===== src/hdl/fpm_pkg.sv =====
package fpm_pkg;

   // ------------------------------------------------------------
   // address map
   // ------------------------------------------------------------
   localparam int ADDR_W = 24;
   localparam logic [23:0] FLASH_TOP = 24'h0bffff;
   localparam logic [23:0] BOOT_PLANE_SIZE = 24'h002000;
   localparam logic [23:0] SMALL_BLOCKS_END = 24'h008000;
   localparam logic [23:0] MID_BLOCK_END = 24'h010000;
   localparam int UNIT_LSB = 7;
   localparam logic [4:0] MID_BLOCK_NUM = 5'h08;
   localparam logic [7:0] UNDEF_FILL = 8'hff;

   // ------------------------------------------------------------
   // mode pin codes and reset values
   // ------------------------------------------------------------
   localparam logic [2:0] PIN_USER = 3'h7;
   localparam logic [2:0] PIN_USER_BOOT = 3'h6;
   localparam logic [2:0] PIN_BOOT = 3'h2;
   localparam logic [2:0] PIN_PROGRAMMER = 3'h1;
   localparam logic [2:0] PIN_RESET_VAL = 3'h7;

   typedef enum logic [2:0] {
      md_user = 3'b000,
      md_user_prog = 3'b001,
      md_user_boot = 3'b010,
      md_boot = 3'b011,
      md_programmer = 3'b100,
      md_no_flash = 3'b101
   } fpm_mode_type;

   typedef enum logic [1:0] {
      pl_user = 2'b00,
      pl_boot = 2'b01,
      pl_embedded = 2'b10
   } fpm_plane_type;

   typedef enum logic [2:0] {
      st_vec = 3'b000,
      st_run = 3'b001,
      st_erase_all = 3'b010,
      st_erase_blk = 3'b011,
      st_prog = 3'b100
   } fpm_state_type;

   // command held towards the flash array while an operation runs
   typedef struct packed {
      logic valid;
      logic erase;
      logic all;
      fpm_plane_type plane;
      logic [23:0] addr;
      logic [4:0] block;
   } fpm_cmd_type;

   // one cpu bus access
   typedef struct packed {
      logic req;
      logic we;
      logic [23:0] addr;
   } fpm_bus_type;

endpackage


===== src/hdl/fpm_erase_map.sv =====
`timescale 1ns/1ps
`default_nettype none

// maps a user plane address onto its erase block number
module fpm_erase_map
   import fpm_pkg::*;
(
   input wire logic [23:0] addr,
   output logic [4:0] block,
   output logic small_block,
   output logic in_plane
);

   // -----------------------------------------------------------
   // block decode: 8 x 4k, 1 x 32k, 11 x 64k
   // -----------------------------------------------------------
   always_comb begin
      small_block = addr < SMALL_BLOCKS_END;
      in_plane = addr <= FLASH_TOP;
      if (small_block) begin
         block = {2'b00, addr[14:12]};
      end else if (addr < MID_BLOCK_END) begin
         block = MID_BLOCK_NUM;
      end else begin
         // 64k blocks follow on from the 32k block 8, starting at block 9
         block = 5'(MID_BLOCK_NUM + {1'b0, addr[19:16]});
      end
   end

endmodule

`default_nettype wire


===== src/hdl/fpm_flash_plane.sv =====
`timescale 1ns/1ps
`default_nettype none

// What this block does
// - both planes share base, plane select picks
// - boot plane writable only boot/programmer mode
// - boot plane reads past 8k undefined
// - user mode reads only, never programs
// - program in 128-byte aligned units
// - erase blocks: 8x4k, 32k, 11x64k
// - ram overlay only over 4k blocks
// - plane decoded 000000-0bffff in modes 1,2,6,7
// - reset plane follows the operating mode
// - user boot vectors embedded first, then plane
// - boot mode erases all before its first block erase after reset
// - mode taken from pins held in reset
module fpm_flash_plane
   import fpm_pkg::*;
(
   input wire logic clk,
   input wire logic srst,
   input wire logic [2:0] mode_pins,
   input wire logic sw_prog_on,
   input wire logic regs_checked,
   input wire logic ps_wr,
   input wire logic ps_boot,
   input wire fpm_bus_type bus,
   output logic bus_ack,
   output logic [7:0] bus_rdata,
   input wire logic op_valid,
   input wire logic op_erase,
   input wire logic [23:0] op_addr,
   output logic op_ready,
   output logic op_refused,
   input wire logic emul_en,
   input wire logic [7:0] ram_rdata,
   output logic ram_sel,
   output fpm_plane_type rd_plane,
   output logic [23:0] rd_addr,
   input wire logic [7:0] arr_rdata,
   output fpm_cmd_type arr_cmd,
   input wire logic arr_done,
   output fpm_mode_type mode,
   output logic plane_select_register
);

   // -----------------------------------------------------------
   // mode pin synchroniser
   // -----------------------------------------------------------
   logic [2:0] pin_s1, pin_s2, pin_s3, pin_stable;
   logic [2:0] next_pin_stable;

   // the stable copy moves only when stages two and three agree
   always_comb begin
      next_pin_stable = pin_stable;
      if (pin_s2 == pin_s3) begin
         next_pin_stable = pin_s3;
      end
   end

   always_ff @(posedge clk) begin
      pin_s1 <= mode_pins;
      pin_s2 <= pin_s1;
      pin_s3 <= pin_s2;
      pin_stable <= next_pin_stable;
   end

   // -----------------------------------------------------------
   // operating mode
   // -----------------------------------------------------------
   fpm_mode_type pin_mode, next_mode;

   function automatic fpm_mode_type decode_pins(input logic [2:0] p);
      unique case (p)
         PIN_USER: decode_pins = md_user;
         PIN_USER_BOOT: decode_pins = md_user_boot;
         PIN_BOOT: decode_pins = md_boot;
         PIN_PROGRAMMER: decode_pins = md_programmer;
         default: decode_pins = md_no_flash;
      endcase
   endfunction

   // pins are sampled through reset, frozen on release, so a pin
   // change alone never leaves a boot mode; decoding the agreed
   // value directly lets a four-cycle reset settle the mode
   always_comb begin
      pin_mode = decode_pins(next_pin_stable);
      next_mode = mode;
      if (srst) begin
         next_mode = pin_mode;
      end else if (mode == md_user && sw_prog_on) begin
         next_mode = md_user_prog;
      end else if (mode == md_user_prog && !sw_prog_on) begin
         next_mode = md_user;
      end
   end

   always_ff @(posedge clk) begin
      mode <= next_mode;
   end

   // -----------------------------------------------------------
   // sequencer, plane select and command register
   // -----------------------------------------------------------
   fpm_state_type state, next_state;
   fpm_cmd_type next_cmd;
   logic next_ps, all_erased, next_all_erased, next_refused;
   logic [4:0] op_block;
   logic op_small, op_in_plane, allowed;

   fpm_erase_map u_map (
      .addr(op_addr),
      .block(op_block),
      .small_block(op_small),
      .in_plane(op_in_plane)
   );

   assign op_ready = state == st_run;

   // which modes may touch which plane
   always_comb begin
      unique case (mode)
         md_boot, md_programmer: allowed = op_in_plane;
         md_user_prog, md_user_boot: allowed = op_in_plane
            && !plane_select_register;
         default: allowed = 1'b0;
      endcase
   end

   always_comb begin
      next_state = state;
      next_cmd = arr_cmd;
      next_ps = plane_select_register;
      next_all_erased = all_erased;
      next_refused = 1'b0;
      if (ps_wr) begin
         next_ps = ps_boot;
      end
      unique case (state)
         st_vec: begin
            // embedded vector until registers are checked
            if (regs_checked || mode == md_user
                || mode == md_user_prog || mode == md_no_flash) begin
               next_state = st_run;
            end
         end
         st_run: begin
            if (op_valid && !allowed) begin
               next_refused = 1'b1;
            end else if (op_valid) begin
               next_cmd.valid = 1'b1;
               next_cmd.erase = op_erase;
               next_cmd.all = 1'b0;
               next_cmd.plane = plane_select_register ? pl_boot : pl_user;
               next_cmd.addr = {op_addr[23:UNIT_LSB],
                                {UNIT_LSB{1'b0}}};
               next_cmd.block = op_block;
               if (!op_erase) begin
                  next_state = st_prog;
               end else if (mode == md_boot && !all_erased) begin
                  next_cmd.all = 1'b1;
                  next_state = st_erase_all;
               end else begin
                  next_state = st_erase_blk;
               end
            end
         end
         st_erase_all: begin
            if (arr_done) begin
               next_all_erased = 1'b1;
               next_cmd.all = 1'b0;
               next_state = st_erase_blk;
            end
         end
         st_erase_blk, st_prog: begin
            if (arr_done) begin
               next_cmd.valid = 1'b0;
               next_state = st_run;
            end
         end
         default: next_state = st_run;
      endcase
   end

   always_ff @(posedge clk) begin
      if (srst) begin
         state <= st_vec;
         arr_cmd <= '0;
         all_erased <= 1'b0;
         op_refused <= 1'b0;
         // user boot mode starts on the boot plane
         plane_select_register <= pin_mode == md_user_boot;
      end else begin
         state <= next_state;
         arr_cmd <= next_cmd;
         all_erased <= next_all_erased;
         op_refused <= next_refused;
         plane_select_register <= next_ps;
      end
   end

   // -----------------------------------------------------------
   // read path
   // -----------------------------------------------------------
   logic flash_mode, hit, boot_over, next_ack;
   logic [7:0] next_rdata;

   // the array read is combinational; only the answer is stored
   always_comb begin
      flash_mode = mode != md_no_flash;
      hit = flash_mode && bus.addr <= FLASH_TOP;
      rd_addr = bus.addr;
      if (state == st_vec) begin
         rd_plane = pl_embedded;
      end else begin
         rd_plane = plane_select_register ? pl_boot : pl_user;
      end
      boot_over = rd_plane == pl_boot && bus.addr >= BOOT_PLANE_SIZE;
      // overlay limited to the small blocks keeps big blocks honest
      ram_sel = emul_en && hit && rd_plane == pl_user
         && bus.addr < SMALL_BLOCKS_END
         && (mode == md_user_prog || mode == md_user_boot);
      next_ack = bus.req;
      next_rdata = 8'h00;
      if (bus.req && !bus.we && hit) begin
         if (ram_sel) begin
            next_rdata = ram_rdata;
         end else if (boot_over) begin
            next_rdata = UNDEF_FILL;
         end else begin
            next_rdata = arr_rdata;
         end
      end
   end

   always_ff @(posedge clk) begin
      if (srst) begin
         bus_ack <= 1'b0;
         bus_rdata <= 8'h00;
      end else begin
         bus_ack <= next_ack;
         bus_rdata <= next_rdata;
      end
   end
endmodule

`default_nettype wire


===== config.mk =====
export PLATFORM = sky130hd
export DESIGN_NAME = fpm_flash_plane
export DESIGN_NICKNAME = d
export VERILOG_FILES = /design/src/hdl/fpm_pkg.sv /design/src/hdl/fpm_erase_map.sv /design/src/hdl/fpm_flash_plane.sv
export SDC_FILE = /design/constraint.sdc
export NUM_CORES = 1
export LEC_CHECK = 0
export ABC_AREA = 1
export BUFFER_PORTS_ARGS = -buffer_cell sky130_fd_sc_hd__buf_2
export CAP_MARGIN = 20
export CELL_PAD_IN_SITES_DETAIL_PLACEMENT = 2
export CELL_PAD_IN_SITES_GLOBAL_PLACEMENT = 2
export CORE_ASPECT_RATIO = 0.75
export CORE_UTILIZATION = 20
export DETAILED_ROUTE_END_ITERATION = 10
export PLACE_DENSITY = 0.81
export SLEW_MARGIN = 20
export SYNTH_ARGS = -nofsm -noshare
export SYNTH_HDL_FRONTEND = slang
export SYNTH_HIERARCHICAL = 1
export SYNTH_SLANG_ARGS = --single-unit

===== constraint.sdc =====
create_clock -name clk -period 1.3 [get_ports clk]
set_input_delay 0.13 -clock clk [delete_from_list [all_inputs] [get_ports clk]]
set_output_delay 0.13 -clock clk [all_outputs]
set_load 0.03 [all_outputs]

==> flow_summary.ini, run 1 <==
[final_layout]
layout-drive-gt1-share_pct = 59.9
multi_input_area_sq_mm = 0.00155
final_common_cell = buf_2
n_fill_cell = 1501
final_cell_mix = buf_2 (107), nand2_1 (51), dfxtp_1 (45)
seqCellArea_sq_mm = 0.00117
areaGrowthSynthToFinish_pct = 64.3
final_util_pct = 33.9
nNetsFinal = 587
diodes = 0

[placement]
dp_hpwl_mm = 7.60
gp_congestion = 0.757
io_buffer_count = 113

[timing]
slew_violations = 0
finalCriticalPeriod_ps = 1730
fin_worst_skew_ps = 5.08
fin_crit_sh_pct = 133
timing.fmax_ghz = 0.580
finalHoldViolCount = 0
rsz0062_at_grt = true
setup_slack_ps = -425
hold_ws_ps = 50.9
fin_setup_tns_ps = -14200
setup_viol = 46

[global_route]
gr-usage-all-layers_pct = 15.1
grt_max_degree = 23
antenna_found_initial = 0
first_global_vias = 3194
gr-total-overflow = 0
grt_pass1_wl_mm = 16.0

[logic_synthesis]
syn_area_per_cell_sq_um = 7.48
syn_inst = 362
async_reset_ff_share_pct = 0
yosysSeqAreaShare_pct = 42.9
synth_seq_cells = 56
synth_cell_types = 31
synth_ff_type = dfxtp_1
synth_area_sq_mm = 0.00271
synth_edf_count = 4
ys_warn_count = 6

[worst_setup_path]
r2r-start = mode[1]
cp_common_cell = nor2_4
cpPeakStageDelay_ps = 480
crit_family = simple AND/OR/NAND/NOR gates
path_buf_inv = 2
crit_required_ps = 1490
critPathKind = reg2reg
cp-startpoint = mode[1]
worstPathCellList = buf_6 -> nor2_4 -> nor2_4 -> nor2_4 -> buf_6 -> nand2_4 -> nand2_4 -> nand3_4 -> nor2_1 -> nor2_1
cp_max_fo = 6
worstSetupStartpointType = register
endpoint_kind = register
arrival_ps = 1920
slowest_stage = edfxtp_1

[run_status]
status = finished with violations
violations = setup timing

[worst_hold_path]
hp-start = arr_rdata[6]
hold_class = in2reg

[routing]
top_layer = met4
drc_errors = 0
drt_iter0_markers = 45
wl_per_cell_um = 15.4
dr.pass1.iters = 4
wl_mm = 10.5
dr_wl_met3_um = 575
postRouteAntennaNets = 0
wl_met2_mm = 5.29
wl_met1_mm = 4.46
vias_per_cell = 4.17
vias = 2834

[floorplanning]
dieArea_sq_mm = 0.0140
die_w_um = 136
rows = 36
ioPinCount = 155
die_y_um = 103
coreArea_sq_mm = 0.0131
initial_core_util_pct = 20.6

[clock_network]
cts.sinks = 56
clock_latency_ps = 310
root_buffer = clkbuf_16
htree_levels = 2
cts_buffers = 5
cts.clk_slew.worst_paths_ps = 70
clock_path_buffers = 2
cts_tree = done

[power]
powerDensity_mw_per_mm2 = 1350
cellLeakagePower_uw = 0.00213
ir_worst_vdd_mv = 0.533
finalPower_uw = 5980

[flow_run]
cap_violations = 0
## worst reg2reg max path: cells and delay by family, from the launching register on
family / cells / cell delay [ps]
simple gates: 8 / 860
buf+inv: 2 / 290
flops: 1 / 480
## through the flow
stage          setup WS [ps]  cells  instance area (sq um)
2_1_floorplan           -217    369                   2780
3_3_place_gp            -230    655                   3580
4_1_cts                 -374    679                   4030
5_1_grt                 -485    680                   4450
3_5_place_dp            -270    655                   3580
6_report                -425    680                   4450
## cells in the mapped netlist (2+ instances only)
cell,number,area (sq um)
a21oi_1,21,105
nand4_1,5,31.3
buf_4,33,248
buf_2,2,10.0
nor2_4,2,22.5
inv_1,32,120
nor3_1,4,20.0
a21oi_2,9,78.8
nand2_1,92,345
inv_2,5,18.8
edfxtp_1,4,120
nand3b_1,2,15.0
clkbuf_1,4,15.0
dfxtp_1,52,1040
nand3_1,11,55.1
nor2_1,45,169
nand3_4,2,35.0
nor2_2,3,18.8
o21ai_0,13,65.1
nand2_2,10,62.6
## sequential cells by signal (all words and copies together), names as in the netlist, 3 cells and up
signal and cells:
state 3, arr_cmd 26, bus_rdata 8, pin_s2 3, pin_stable 3, pin_s1 3, pin_s3 3, mode 3
## per-layer routing
layer	track usage [%]	up-vias
li1	-	1385
met1	17.5	1365
met2	26.6	74
met3	4.13	10
met4	5.81	0
met5	0	-
## timing repair
action / in CTS / in global routing
buffers inserted: 10 / 4
hold buffers: 3 / 0
pin swaps: 3 / 33
resized for setup: 45 / 118
gates cloned: 3 / 0
endpoints found under the hold margin: 3 / 0
endpoints found under the setup margin: 50 / 53
## kinds of logic (layout without fill, tap and decap cells)
group | count (synthesis) | after routing | share of synthesized area (%)
AOI/OAI and AO/OA | 45 | 45 | 9.80
buffers and inverters | 79 | 219 | 16.5
DFF | 56 | 56 | 42.9
other | 1 | 8 | 0.139
and+or+nand+nor | 181 | 181 | 30.7
## report_power, final
group / switching, uW / leakage (uW) / internal, uW
sequential: 134 / 0.000467 / 1880
clock: 699 / 0.0000839 / 845
combinational: 1420 / 0.00158 / 1010
## cell type report
cell class	instances	share of cell area (%)
sequential	56	26.3
timing repair buffer	170	25.2
clock buffer	6	3.38
inverter	38	3.91
clock inverter	2	0.366
multi-input combinational	234	35.0
tap	171	4.81
timing repair inverter	3	1.10
## path summary, 6_finish.rpt
check / endpoint / slack, ps / depth (start not counted)
max: state[1] / -430 / 10
min: bus_rdata[6] / 50 / 3
max reg2reg: state[1] / -430 / 10
min reg2reg: pin_s2[1] / 330 / 0
Note: power is estimated with default switching activity, not from simulation.
==> run 2, diff against run 1 <==
Settings changed: BUFFER_PORTS_ARGS -buffer_cell sky130_fd_sc_hd__buf_2 to -buffer_cell sky130_fd_sc_hd__clkbuf_2.
==> flow_summary.ini, run 2 (synthesis gave the netlist of run 1 again) <==
[floorplanning]
ioPinCount = 155
rows = 36
initial_core_util_pct = 20.6
die_y_um = 103
dieArea_sq_mm = 0.0140
coreArea_sq_mm = 0.0131
die_w_um = 136

[clock_network]
htree_levels = 2
cts.sinks = 56
clock_latency_ps = 310
cts_tree = done
cts_buffers = 5
cts.clk_slew.worst_paths_ps = 90
root_buffer = clkbuf_16
clock_path_buffers = 2

[global_route]
grt_max_degree = 23
antenna_found_initial = 0
grt_pass1_wl_mm = 17.5
gr-usage-all-layers_pct = 16.7
gr-total-overflow = 0
first_global_vias = 3185

[final_layout]
final_cell_mix = clkbuf_2 (106), dfxtp_1 (43), buf_4 (40)
diodes = 0
areaGrowthSynthToFinish_pct = 75.5
seqCellArea_sq_mm = 0.00118
final_util_pct = 36.2
n_fill_cell = 1469
regMostFlops = arr_cmd
final_common_cell = clkbuf_2
layout-drive-gt1-share_pct = 64.2
fin_area_sq_mm = 0.00475
largest_register_ffs = 26
nNetsFinal = 598
reg_top3 = arr_cmd (26), bus_rdata (8)
multi_input_area_sq_mm = 0.00169

[timing]
setup_slack_ps = -423
finalCriticalPeriod_ps = 1720
fin_crit_sh_pct = 133
setup_viol = 48
finalHoldViolCount = 0
timing.fmax_ghz = 0.580
rsz0062_at_grt = true
slew_violations = 0
fin_worst_skew_ps = 12.3

[placement]
dp_hpwl_mm = 7.69
placed_cell_area_sq_mm = 0.00355
gp_congestion = 0.746
pre_cts_slack_ps = -308
io_buffer_count = 113

[worst_setup_path]
worstSetupStartpointType = register
r2r_cells = 9
crit_required_ps = 1170
critPathKind = reg2out
cp-startpoint = mode[0]
worstSetupEndpoint = ram_sel
cp_max_fo = 3
r2r-start = mode[0]
endpoint_kind = output port
reg2reg_to = arr_cmd[29]
arrival_ps = 1590
rrSetupSlack_ps = -400

[routing]
vias_per_cell = 4.27
dr.pass1.iters = 4
vias = 2954
drt_iter0_markers = 65
wl_per_cell_um = 18.0
wl_mm = 12.4
drc_errors = 0
postRouteAntennaNets = 0

[worst_hold_path]
hold_class = in2reg
holdPathStages = 3

[power]
cellLeakagePower_uw = 0.00223
powerDensity_mw_per_mm2 = 1380
ir_worst_vdd_mv = 0.748

[run_status]
status = finished with violations
violations = setup timing

[flow_run]
cap_violations = 0
[run 2: cell types whose count changed in the layout (fill, tap and decap cells not counted), moves of 3 or more]
cell,before,now
buf_2,107,0
buf_8,2,5
o21ai_2,1,4
dfxtp_4,0,3
nand2_4,21,32
buf_12,1,5
nand2_1,51,37
clkbuf_2,0,106
buf_4,37,40
[run 2: power breakdown]
part | total (uW) | switching, uW | internal (uW)
clock network | 1570 | 727 | 845
registers | 2050 | 160 | 1890
logic | 2910 | 1630 | 1280
[run 2: layout make-up]
type / count / area share, %
multi-input combinational: 234 / 35.6
timing repair buffer: 181 / 27.0
tap: 171 / 4.50
sequential: 56 / 24.8
inverter: 38 / 3.53
timing repair inverter: 3 / 1.11
clock inverter: 1 / 0.184
clock buffer: 7 / 3.24
[run 2: per-stage QoR]
step | TNS (ps) | power, uW | hold WS, ps | cells
3_5_place_dp | -10340 | 3870 | 235 | 649
5_1_grt | -18140 | 6870 | 53.9 | 691
6_report | -15050 | 6540 | 39.8 | 691
2_1_floorplan | -7140 | 3210 | 158 | 369
3_3_place_gp | -6390 | 3780 | 234 | 649
4_1_cts | -13190 | 5980 | 50.0 | 680
[run 2: worst min-delay path by stage]
stage	from	endpoint
2_1_floorplan	mode_pins[0]	pin_s1[0]
3_3_place_gp	mode_pins[2]	pin_s1[2]
3_5_place_dp	mode_pins[2]	pin_s1[2]
4_1_cts	op_addr[10]	arr_cmd[15]
5_1_grt	op_addr[8]	arr_cmd[13]
6_report	arr_rdata[6]	bus_rdata[6]
[run 2: timing repair]
item	CTS	global route
pin swaps	26	36
hold endpoints to repair	3	0
endpoints found under the setup margin	50	51
cloned	4	0
hold buffers	3	0
resized for setup	108	106
setup buffers	17	15
[run 2: metal layers]
layer / global-route usage, % / share of wire, % / up-vias
met5: 0 / 0 / -
met4: 5.56 / 2.8 / 0
li1: - / - / 1410
met3: 3.98 / 4.3 / 23
met2: 31.0 / 53 / 84
met1: 18.8 / 40 / 1437
[run 2: worst max-delay path: stages, from the launching register on]
cell and delay, ps:
edfxtp_1 460, a21oi_2 270, nor3b_4 270, nand2_4 100, inv_4 70, buf_8 110
